==> src/verilog/qpgcr_pkg.sv <==
package qpgcr_pkg;

	// widths
	localparam int QPGCR_ADDR_W = 11;
	localparam int QPGCR_DATA_W = 8;
	localparam int QPGCR_NUM_CH = 4;
	localparam int QPGCR_NUM_CLK = 8;
	localparam int QPGCR_BUS_ADDR_W = 5;
	localparam int QPGCR_DEV_ADDR_W = 3;
	localparam int QPGCR_CH_SEL_W = 2;
	localparam int QPGCR_STROBE_W = 3;

	// address fields
	localparam int QPGCR_TEST_SEL_BIT = 10;
	localparam int QPGCR_PAGE_MSB = 9;
	localparam int QPGCR_PAGE_LSB = 8;
	localparam int QPGCR_OFF_MSB = 7;

	// register offsets within a page
	localparam logic [7:0] QPGCR_OFF_MASTER_CFG = 8'h01;
	localparam logic [7:0] QPGCR_OFF_SYS_IF_CTRL = 8'h02;
	localparam logic [7:0] QPGCR_OFF_CLK_MON = 8'h03;
	localparam logic [7:0] QPGCR_OFF_IRQ_SUM = 8'h04;
	localparam logic [7:0] QPGCR_OFF_CH_RESET = 8'h05;
	localparam logic [7:0] QPGCR_OFF_GLOBAL_LAST = 8'h04;
	localparam logic [1:0] QPGCR_PAGE_CH1 = 2'h0;

	// field positions
	localparam int QPGCR_BIT_MODE = 0;
	localparam int QPGCR_BIT_GRAN = 1;
	localparam int QPGCR_BIT_ENABLE = 4;
	localparam int QPGCR_DEV_ADDR_LSB = 5;
	localparam int QPGCR_BIT_RX_LEVEL = 7;
	localparam int QPGCR_BIT_CH_RESET = 7;
	localparam int QPGCR_BIT_TIP = 0;
	localparam int QPGCR_BUS_CH_LSB = 2;

	// reset values and masks
	localparam logic [7:0] QPGCR_MASTER_CFG_RESET = 8'h03;
	localparam logic [7:0] QPGCR_SYS_IF_RESET = 8'h00;
	localparam logic [7:0] QPGCR_SYS_IF_WMASK = 8'hF7;
	localparam logic [4:0] QPGCR_NULL_BUS_ADDR = 5'h1F;
	localparam logic [2:0] QPGCR_STROBE_IDLE = 3'h7;
	localparam logic [3:0] QPGCR_ONE_CH = 4'h1;

	// register port access state
	typedef enum logic [1:0] {
		QPGCR_BUS_IDLE = 2'b00,
		QPGCR_BUS_READ = 2'b01,
		QPGCR_BUS_WRITE = 2'b10
	} qpgcr_bus_state_e;

endpackage

==> src/verilog/qpgcr_clkmon_if.sv <==
`timescale 1ns/1ns
`default_nettype none
interface qpgcr_clkmon_if;
	import qpgcr_pkg::*;
	logic [QPGCR_NUM_CLK-1:0] flags;
	logic clear;
	modport monitor(input clear, output flags);
	modport owner(input flags, output clear);
endinterface
`default_nettype wire

==> src/verilog/qpgcr_global_regs.sv <==
// Overview of operation
// - control bit 0 selects cell mode at zero, packet mode at one
// - control bit 1 picks byte-level or packet-level transfer in packet mode
// - enable bit zero floats system outputs except packet-available outputs
// - device address matching bus address bits 4:2 selects channel by bits 1:0
// - bus address all ones is null; no channel answers it
// - clock flags set on rising edge, stick, cleared together by reading
// - monitor bits: ref, tx fifo, rx fifo, tx line, recovered clocks 1-4
// - summary bits 0-3 show pending interrupt of channels 1-4
// - summary bit 4 shows pending clock synthesis interrupt
// - interrupt output pin driven low while any source pending
// - write to channel reset register with reset zero starts counter transfer
// - transfer flag stays high until counter transfer completes
// - channel reset bit holds channel in reset until written zero
// - hardware reset clears channel reset bits
// - channel 1 reset blocks access to global offsets zero to four
// - receiver level bit selects 3.3 V at zero, 5.0 V at one
`timescale 1ns/1ns
`default_nettype none
module qpgcr_global_regs #(
	parameter int NUM_CH = qpgcr_pkg::QPGCR_NUM_CH
) (
	// clock and reset
	input wire logic clk_in,
	input wire logic reset_n_in,
	// microprocessor register port
	input wire logic cs_n_in,
	input wire logic rd_n_in,
	input wire logic wr_n_in,
	input wire logic [qpgcr_pkg::QPGCR_ADDR_W-1:0] addr_in,
	input wire logic [qpgcr_pkg::QPGCR_DATA_W-1:0] data_in,
	output logic [qpgcr_pkg::QPGCR_DATA_W-1:0] data_out,
	output logic data_oe_out,
	// monitored clocks
	input wire logic reference_clock_in,
	input wire logic tx_fifo_clock_in,
	input wire logic rx_fifo_clock_in,
	input wire logic tx_line_clock_in,
	input wire logic [NUM_CH-1:0] recovered_clock_in,
	// interrupt sources and pin
	input wire logic [NUM_CH-1:0] channel_irq_pending_in,
	input wire logic clock_synth_irq_pending_in,
	output logic irq_out_n,
	// system interface
	input wire logic [qpgcr_pkg::QPGCR_BUS_ADDR_W-1:0] transmit_bus_address_in,
	input wire logic [qpgcr_pkg::QPGCR_BUS_ADDR_W-1:0] receive_bus_address_in,
	output logic [NUM_CH-1:0] tx_channel_select_out,
	output logic [NUM_CH-1:0] rx_channel_select_out,
	output logic cell_or_packet_mode_out,
	output logic packet_transfer_granularity_out,
	output logic sys_if_output_enable_out,
	output logic packet_available_output_enable_out,
	output logic receiver_level_select_out,
	// channel control
	output logic [NUM_CH-1:0] channel_soft_reset_out,
	output logic [NUM_CH-1:0] counter_transfer_start_out,
	output logic [NUM_CH-1:0] counter_transfer_in_progress_out,
	input wire logic [NUM_CH-1:0] counter_transfer_done_in
);
	import qpgcr_pkg::*;

	localparam int PIN_W = QPGCR_STROBE_W + QPGCR_ADDR_W + QPGCR_DATA_W + 2 * QPGCR_BUS_ADDR_W;
	localparam logic [PIN_W-1:0] PIN_IDLE = {QPGCR_STROBE_IDLE, {(PIN_W-QPGCR_STROBE_W){1'b0}}};

	logic [PIN_W-1:0] pin_meta;
	logic [PIN_W-1:0] pin_sync;
	logic cs_n_s;
	logic rd_n_s;
	logic wr_n_s;
	logic [QPGCR_ADDR_W-1:0] addr_s;
	logic [QPGCR_DATA_W-1:0] wdata_s;
	logic [QPGCR_BUS_ADDR_W-1:0] transmit_bus_address_s;
	logic [QPGCR_BUS_ADDR_W-1:0] receive_bus_address_s;

	qpgcr_bus_state_e state;
	qpgcr_bus_state_e next_state;
	logic [QPGCR_ADDR_W-1:0] acc_addr;
	logic [QPGCR_DATA_W-1:0] acc_data;
	logic [QPGCR_DATA_W-1:0] next_rdata;
	logic write_commit;
	logic read_done;

	logic [QPGCR_DATA_W-1:0] master_cfg;
	logic [QPGCR_DATA_W-1:0] sys_if_ctrl;
	logic [QPGCR_DATA_W-1:0] irq_summary;
	logic clk_clear;
	logic [QPGCR_DEV_ADDR_W-1:0] dev_addr;

	qpgcr_clkmon_if mon_if();

	////////////////////////////////////////////////////////////////////////
	// decode helpers
	function automatic logic [1:0] page_of(input logic [QPGCR_ADDR_W-1:0] a);
		return a[QPGCR_PAGE_MSB:QPGCR_PAGE_LSB];
	endfunction

	function automatic logic [7:0] off_of(input logic [QPGCR_ADDR_W-1:0] a);
		return a[QPGCR_OFF_MSB:0];
	endfunction

	function automatic logic is_blocked(input logic [QPGCR_ADDR_W-1:0] a, input logic ch1_rst);
		return a[QPGCR_TEST_SEL_BIT] ||
			(ch1_rst && page_of(a) == QPGCR_PAGE_CH1 && off_of(a) <= QPGCR_OFF_GLOBAL_LAST);
	endfunction

	function automatic logic is_global(input logic [QPGCR_ADDR_W-1:0] a, input logic [7:0] off);
		return page_of(a) == QPGCR_PAGE_CH1 && off_of(a) == off;
	endfunction

	function automatic logic [NUM_CH-1:0] match_sel(
		input logic [QPGCR_BUS_ADDR_W-1:0] a,
		input logic [QPGCR_DEV_ADDR_W-1:0] dev,
		input logic en
	);
		logic [NUM_CH-1:0] sel;
		sel = '0;
		if (en && a != QPGCR_NULL_BUS_ADDR && a[QPGCR_BUS_ADDR_W-1:QPGCR_BUS_CH_LSB] == dev) begin
			sel = NUM_CH'(QPGCR_ONE_CH << a[QPGCR_CH_SEL_W-1:0]);
		end
		return sel;
	endfunction

	////////////////////////////////////////////////////////////////////////
	// pin synchronisers
	always_ff @(posedge clk_in or negedge reset_n_in) begin
		if (!reset_n_in) begin
			pin_meta <= PIN_IDLE;
			pin_sync <= PIN_IDLE;
		end else begin
			pin_meta <= {cs_n_in, rd_n_in, wr_n_in, addr_in, data_in,
				transmit_bus_address_in, receive_bus_address_in};
			pin_sync <= pin_meta;
		end
	end

	assign {cs_n_s, rd_n_s, wr_n_s, addr_s, wdata_s, transmit_bus_address_s, receive_bus_address_s} = pin_sync;

	////////////////////////////////////////////////////////////////////////
	// access state machine
	always_comb begin
		next_state = state;
		unique case (state)
			QPGCR_BUS_IDLE: begin
				if (!cs_n_s && !rd_n_s) begin
					next_state = QPGCR_BUS_READ;
				end else if (!cs_n_s && !wr_n_s) begin
					next_state = QPGCR_BUS_WRITE;
				end
			end
			QPGCR_BUS_READ: begin
				if (rd_n_s || cs_n_s) begin
					next_state = QPGCR_BUS_IDLE;
				end
			end
			QPGCR_BUS_WRITE: begin
				if (wr_n_s || cs_n_s) begin
					next_state = QPGCR_BUS_IDLE;
				end
			end
			default: begin
				next_state = QPGCR_BUS_IDLE;
			end
		endcase
	end

	assign write_commit = state == QPGCR_BUS_WRITE && next_state == QPGCR_BUS_IDLE;
	assign read_done = state == QPGCR_BUS_READ && next_state == QPGCR_BUS_IDLE;

	always_ff @(posedge clk_in or negedge reset_n_in) begin
		if (!reset_n_in) begin
			state <= QPGCR_BUS_IDLE;
		end else begin
			state <= next_state;
		end
	end

	// address and data held from the strobe's active phase
	always_ff @(posedge clk_in or negedge reset_n_in) begin
		if (!reset_n_in) begin
			acc_addr <= '0;
			acc_data <= '0;
		end else if (next_state != QPGCR_BUS_IDLE) begin
			acc_addr <= addr_s;
			acc_data <= wdata_s;
		end
	end

	////////////////////////////////////////////////////////////////////////
	// read data
	always_comb begin
		next_rdata = '0;
		if (!is_blocked(addr_s, channel_soft_reset_out[0])) begin
			if (off_of(addr_s) == QPGCR_OFF_CH_RESET) begin
				next_rdata[QPGCR_BIT_CH_RESET] = channel_soft_reset_out[page_of(addr_s)];
				next_rdata[QPGCR_BIT_TIP] = counter_transfer_in_progress_out[page_of(addr_s)];
			end else if (is_global(addr_s, QPGCR_OFF_MASTER_CFG)) begin
				next_rdata = master_cfg;
			end else if (is_global(addr_s, QPGCR_OFF_SYS_IF_CTRL)) begin
				next_rdata = sys_if_ctrl;
			end else if (is_global(addr_s, QPGCR_OFF_CLK_MON)) begin
				next_rdata = mon_if.flags;
			end else if (is_global(addr_s, QPGCR_OFF_IRQ_SUM)) begin
				next_rdata = irq_summary;
			end
		end
	end

	always_ff @(posedge clk_in or negedge reset_n_in) begin
		if (!reset_n_in) begin
			data_out <= '0;
			data_oe_out <= 1'b0;
		end else begin
			data_out <= next_rdata;
			data_oe_out <= next_state == QPGCR_BUS_READ;
		end
	end

	////////////////////////////////////////////////////////////////////////
	// clock monitor and its clear-on-read
	always_ff @(posedge clk_in or negedge reset_n_in) begin
		if (!reset_n_in) begin
			clk_clear <= 1'b0;
		end else begin
			clk_clear <= read_done && is_global(acc_addr, QPGCR_OFF_CLK_MON) &&
				!is_blocked(acc_addr, channel_soft_reset_out[0]);
		end
	end

	assign mon_if.clear = clk_clear;

	qpgcr_clock_monitor #(
		.NUM_CLK(QPGCR_NUM_CLK)
	) u_clock_monitor (
		.clk_in(clk_in),
		.reset_n_in(reset_n_in),
		.mon_clocks_in({recovered_clock_in, tx_line_clock_in, rx_fifo_clock_in,
			tx_fifo_clock_in, reference_clock_in}),
		.mon(mon_if.monitor)
	);

	////////////////////////////////////////////////////////////////////////
	// global configuration registers; monitor and summary ignore writes
	always_ff @(posedge clk_in or negedge reset_n_in) begin
		if (!reset_n_in) begin
			master_cfg <= QPGCR_MASTER_CFG_RESET;
			sys_if_ctrl <= QPGCR_SYS_IF_RESET;
		end else if (write_commit && !is_blocked(acc_addr, channel_soft_reset_out[0])) begin
			if (is_global(acc_addr, QPGCR_OFF_MASTER_CFG)) begin
				master_cfg <= acc_data;
			end
			if (is_global(acc_addr, QPGCR_OFF_SYS_IF_CTRL)) begin
				sys_if_ctrl <= acc_data & QPGCR_SYS_IF_WMASK;
			end
		end
	end

	assign dev_addr = sys_if_ctrl[QPGCR_DEV_ADDR_LSB +: QPGCR_DEV_ADDR_W];
	assign cell_or_packet_mode_out = sys_if_ctrl[QPGCR_BIT_MODE];
	assign packet_transfer_granularity_out = sys_if_ctrl[QPGCR_BIT_GRAN];
	assign sys_if_output_enable_out = sys_if_ctrl[QPGCR_BIT_ENABLE];
	assign receiver_level_select_out = master_cfg[QPGCR_BIT_RX_LEVEL];

	// packet-available outputs stay driven regardless of enable
	always_ff @(posedge clk_in or negedge reset_n_in) begin
		if (!reset_n_in) begin
			packet_available_output_enable_out <= 1'b0;
		end else begin
			packet_available_output_enable_out <= 1'b1;
		end
	end

	////////////////////////////////////////////////////////////////////////
	// system bus address matching
	always_ff @(posedge clk_in or negedge reset_n_in) begin
		if (!reset_n_in) begin
			tx_channel_select_out <= '0;
			rx_channel_select_out <= '0;
		end else begin
			tx_channel_select_out <= match_sel(transmit_bus_address_s, dev_addr, sys_if_ctrl[QPGCR_BIT_ENABLE]);
			rx_channel_select_out <= match_sel(receive_bus_address_s, dev_addr, sys_if_ctrl[QPGCR_BIT_ENABLE]);
		end
	end

	////////////////////////////////////////////////////////////////////////
	// interrupt summary and pin
	always_ff @(posedge clk_in or negedge reset_n_in) begin
		if (!reset_n_in) begin
			irq_summary <= '0;
			irq_out_n <= 1'b1;
		end else begin
			irq_summary <= QPGCR_DATA_W'({clock_synth_irq_pending_in, channel_irq_pending_in});
			irq_out_n <= !(clock_synth_irq_pending_in || |channel_irq_pending_in);
		end
	end

	////////////////////////////////////////////////////////////////////////
	// per-channel soft reset and counter transfer
	always_ff @(posedge clk_in or negedge reset_n_in) begin
		if (!reset_n_in) begin
			channel_soft_reset_out <= '0;
		end else begin
			for (int ch = 0; ch < NUM_CH; ch++) begin
				if (write_commit && !acc_addr[QPGCR_TEST_SEL_BIT] && page_of(acc_addr) == ch[1:0] &&
					off_of(acc_addr) == QPGCR_OFF_CH_RESET) begin
					channel_soft_reset_out[ch] <= acc_data[QPGCR_BIT_CH_RESET];
				end
			end
		end
	end

	always_ff @(posedge clk_in or negedge reset_n_in) begin
		if (!reset_n_in) begin
			counter_transfer_start_out <= '0;
			counter_transfer_in_progress_out <= '0;
		end else begin
			for (int ch = 0; ch < NUM_CH; ch++) begin
				counter_transfer_start_out[ch] <= 1'b0;
				if (write_commit && !acc_addr[QPGCR_TEST_SEL_BIT] && page_of(acc_addr) == ch[1:0] &&
					off_of(acc_addr) == QPGCR_OFF_CH_RESET && !acc_data[QPGCR_BIT_CH_RESET]) begin
					counter_transfer_start_out[ch] <= 1'b1;
					counter_transfer_in_progress_out[ch] <= 1'b1;
				end else if (counter_transfer_done_in[ch]) begin
					counter_transfer_in_progress_out[ch] <= 1'b0;
				end
			end
		end
	end
endmodule
`default_nettype wire

==> src/verilog/qpgcr_clock_monitor.sv <==
`timescale 1ns/1ns
`default_nettype none
module qpgcr_clock_monitor #(
	parameter int NUM_CLK = qpgcr_pkg::QPGCR_NUM_CLK
) (
	// clock and reset
	input wire logic clk_in,
	input wire logic reset_n_in,
	// watched clocks
	input wire logic [NUM_CLK-1:0] mon_clocks_in,
	// flags to register file
	qpgcr_clkmon_if.monitor mon
);
	import qpgcr_pkg::*;

	logic [NUM_CLK-1:0] clk_meta;
	logic [NUM_CLK-1:0] clk_sync;
	logic [NUM_CLK-1:0] clk_prev;
	logic [NUM_CLK-1:0] flags;

	////////////////////////////////////////////////////////////////////////
	// two-flop synchronisers
	always_ff @(posedge clk_in or negedge reset_n_in) begin
		if (!reset_n_in) begin
			clk_meta <= '0;
			clk_sync <= '0;
			clk_prev <= '0;
		end else begin
			clk_meta <= mon_clocks_in;
			clk_sync <= clk_meta;
			clk_prev <= clk_sync;
		end
	end

	////////////////////////////////////////////////////////////////////////
	// sticky rise flags, set wins over clear
	always_ff @(posedge clk_in or negedge reset_n_in) begin
		if (!reset_n_in) begin
			flags <= '0;
		end else begin
			flags <= (clk_sync & ~clk_prev) | (flags & ~{NUM_CLK{mon.clear}});
		end
	end

	assign mon.flags = flags;
endmodule
`default_nettype wire

==> config.mk <==
export PLATFORM = sky130hd
export DESIGN_NAME = qpgcr_global_regs
export DESIGN_NICKNAME = d
export VERILOG_FILES = /design/src/verilog/qpgcr_pkg.sv /design/src/verilog/qpgcr_clkmon_if.sv /design/src/verilog/qpgcr_global_regs.sv /design/src/verilog/qpgcr_clock_monitor.sv
export SDC_FILE = /design/constraint.sdc
export NUM_CORES = 1
export LEC_CHECK = 0
export BUFFER_PORTS_ARGS = -buffer_cell sky130_fd_sc_hd__buf_2
export CAP_MARGIN = 25
export CORE_ASPECT_RATIO = 1.1
export CORE_MARGIN = 4
export CORE_UTILIZATION = 35
export DETAILED_ROUTE_END_ITERATION = 16
export PLACE_DENSITY = 0.56
export SLEW_MARGIN = 20
export SYNTH_ARGS = -nofsm -noshare
export SYNTH_HDL_FRONTEND = slang
export SYNTH_SLANG_ARGS = --single-unit
export TNS_END_PERCENT = 1
==> constraint.sdc <==
create_clock -name clk_in -period 4.1 [get_ports clk_in]
set_input_delay 0 -clock clk_in [delete_from_list [all_inputs] [get_ports clk_in]]
set_output_delay 0 -clock clk_in [all_outputs]
set_load 0.03 [all_outputs]
==> run summary <==
- finished, final reports clean — run status
- 0 — total global routing overflow
- 265 uV — VDD IR max
- 169 — flop and latch count out of synthesis
- 48 — row count
- 7 — highest fanout seen on the critical path
- sky130_fd_sc_hd__dfrtp_1 — most common cell after layout, fill and taps aside
- 29.9% — Area growth syn-to-layout
- 463 mW/mm^2 — power density over cell area
- 1410 — filler instances
- sky130_fd_sc_hd__dfrtp_1 (160), sky130_fd_sc_hd__buf_2 (84), sky130_fd_sc_hd__dlygate4sd3_1 (51), sky130_fd_sc_hd__mux2_2 (40), sky130_fd_sc_hd__inv_1 (22) — most frequent cells in the layout
- in2reg — classification of the worst-slack hold path
- 574 — NumNets Final
- 130 um — overall die width
- 374 — post-synthesis instance total
- 0 — Detail Route Antenna Nets
- 0.131 — aggregate global-route resource usage
- 0 — YS warnings
- 124 — violation count after the first detailed-route iteration
- 2510 ps — Worst EP arrival
- 0 — Post-synth EDFFs
- 85 — number of buffer cells added on primary ports
- 14.9 um — post-detailed-route wirelength per cell
- 4 — length of the first detailed-routing pass in iterations
- 420 ps — latest clock arrival within the worst-skew pair
- 4400 ps — Worst EP required
- 142 um — vertical die dimension
- 778 ps — transition time of the tightest slew-check pin
- reg2reg — Setup Crit Path Kind
- 425 — net count after synthesis
- 0.0184 sq mm — die outline area
- 46 — number of distinct library cells after synthesis
- 0.210 — met2 track demand over resource
- 1860 ps — DP Worst Slack
- sys_if_ctrl[6] — R2R Path End
- 1.00 — post-synthesis async set-or-reset flop share
- 0.746 — sequential-to-total area share from yosys stat
- 0.168 — met1 layer usage reported by global route
- met2 — gr busiest metal
- 2 — Bufs on Longest Clock Path
- 4 — H-tree level count
- 0.00424 sq mm — Seq. cell area
- 4.58 — detail-routed via count per cell
- 5 — r2r worst-path depth
- false — RSZ-0062 raised after global routing
- recovered_clock_in[0] — HP Start
- done — TritonCTS clock tree
- 1900 ps — R2R setup slack
- 0.468 — share of the core filled with cells
- 0.537 — final cycle utilization of the critical path
- 0 — # diodes
- 454 MHz — max frequency
- 3.49 nW — leakage power
- 1900 ps — Setup WS post-layout
- 0.00569 sq mm — total standard cell area after synthesis
- 93 — pin count of the biggest net entering global routing
- sky130_fd_sc_hd__dfrtp_1 — most used flip-flop cell after synthesis
- 3373 — DR vias
- 86 — num ports
- 17 — number of CTS-inserted buffers
- 0 — number of max-cap violations
- 0.815 — weighted congestion at the end of routability-driven global placement
- 169 — clk sinks
- 10.3 ps — skew final
- register — kind of capture point of the worst setup path
- 0 — antenna violations before repair
- 0.325 — share of cells above drive strength 1
- 0.0158 sq mm — Core Region
- 0 — count of final max-slew check failures
- 15.2 sq um — Avg Cell Area, Syn
- 2 — Hold Path Cell Cnt
- 7.41 mm — half-perimeter wire length of the detailed placement result
- 0.00635 sq mm — Placement Cell Area
- 0 — number of hold violations in the final report
- 2200 ps — final critical delay including setup and external delays
- acc_addr[5] — origin of the critical flop-to-flop path
- u_clock_monitor.clk_meta[4] — Endpoint, Worst Hold
- 0.00739 sq mm — final standard cell area without fillers
- 0 — number of remaining DRC errors
- sky130_fd_sc_hd__clkbuf_16 — cell at the root of the clock tree
- 3630 — vias in the first global route
- 0.360 — starting utilization of the core area
- 11.0 mm — drt total wl
- 0.0463 — M3 GR Usage
- register — critical path startpoint category
- 0 ps — setup tns final
- 0 — setup-violating endpoint count in the final report
- 0.482 — Max-Slew Margin vs Limit
- 60 ps — clock-pin transition on the worst setup and hold timing paths
- 0.00132 sq mm — combined area of the multi-input logic cells
- 18.5 mm — wire length of the first global-routing pass
## synth_stat cells (4+ instances only)
cell	n	area [sq um]
sky130_fd_sc_hd__nand2_1	18	67.6
sky130_fd_sc_hd__mux2_2	40	450
sky130_fd_sc_hd__o22ai_1	16	100
sky130_fd_sc_hd__dfstp_2	9	236
sky130_fd_sc_hd__nor4_1	5	31.3
sky130_fd_sc_hd__o21ai_0	5	25.0
sky130_fd_sc_hd__inv_1	22	82.6
sky130_fd_sc_hd__dfrtp_1	160	4000
sky130_fd_sc_hd__a21oi_1	7	35.0
sky130_fd_sc_hd__nor3_1	7	35.0
sky130_fd_sc_hd__nor2b_1	6	37.5
sky130_fd_sc_hd__nor3b_1	4	30.0
sky130_fd_sc_hd__nand2b_1	6	37.5
sky130_fd_sc_hd__nor2_1	16	60.1
sky130_fd_sc_hd__clkbuf_1	6	22.5
sky130_fd_sc_hd__a22oi_1	4	30.0
## how the worst max path moves through the flow
stage | startpoint | end | slack (ps)
finish | acc_addr[5] | sys_if_ctrl[6] | 1900
detailed placement | acc_addr[5] | sys_if_ctrl[6] | 1860
global route | acc_addr[5] | sys_if_ctrl[0] | 1740
floorplan | acc_addr[5] | sys_if_ctrl[0] | 2110
CTS | acc_addr[5] | sys_if_ctrl[6] | 1860
global placement | acc_addr[5] | sys_if_ctrl[5] | 1950
## what timing repair did
action,in CTS,in global routing
endpoints found under the hold margin,133,0
resized for setup,0,0
hold buffers,51,0
buffers inserted,0,0
## cell families (layout without fill, tap and decap cells)
kind of cell,Yosys count,after routing,synth area share
AO/OA/AOI/OAI,44,44,0.0543
XOR/XNOR,4,4,0.00616
buffers and inverters,31,193,0.0222
flip-flops,169,169,0.746
multiplexers,44,44,0.0906
other,1,1,0.000659
AND/OR/NAND/NOR,81,81,0.0803
## flip-flops by register name (all words and copies together), names as in the netlist, 5 cells and up
name and flops:
acc_addr 11, data_out 8, master_cfg 8, u_clock_monitor.clk_sync 8, u_clock_monitor.mon.flags 8, pin_sync 32
sys_if_ctrl 7, acc_data 8, irq_summary 5, u_clock_monitor.clk_meta 8, u_clock_monitor.clk_prev 8, pin_meta 32
## critical path: stages (launching register included)
cell	delay, ps
sky130_fd_sc_hd__dfrtp_1	370
sky130_fd_sc_hd__or4_1	540
sky130_fd_sc_hd__nor3_2	240
sky130_fd_sc_hd__nand2_1	140
sky130_fd_sc_hd__nor3_4	420
sky130_fd_sc_hd__mux2_2	390
## per-stage QoR
stage / cells / hold slack [ps] / power, W
after floorplan: 374 / -296 / 0.00190
after global placement: 653 / 108 / 0.00199
after detailed placement: 653 / 106 / 0.00200
after CTS: 736 / 192 / 0.00347
after global routing: 736 / 195 / 0.00358
final: 736 / 214 / 0.00342
## metal layers
metal,part of all wire,routed length [um]
met1,0.44,4820
met2,0.49,5390
met3,0.056,614
met4,0.012,132
met5,0,0
## area by class of cell
| class | instances | share of cell area |
|---|---|---|
| Clock buffer | 19 | 0.0586 |
| Clock inverter | 13 | 0.0132 |
| Timing Repair Buffer | 139 | 0.131 |
| Sequential cell | 169 | 0.574 |
| Tap cell | 200 | 0.0339 |
| Inverter | 22 | 0.0112 |
| Multi-Input combinational cell | 174 | 0.179 |
## report_power, final
part	switching [W]	internal (W)
logic	0.0000878	0.000100
clock network	0.000638	0.000780
registers	0.0000628	0.00175
Power figures use the tool's default switching activity.
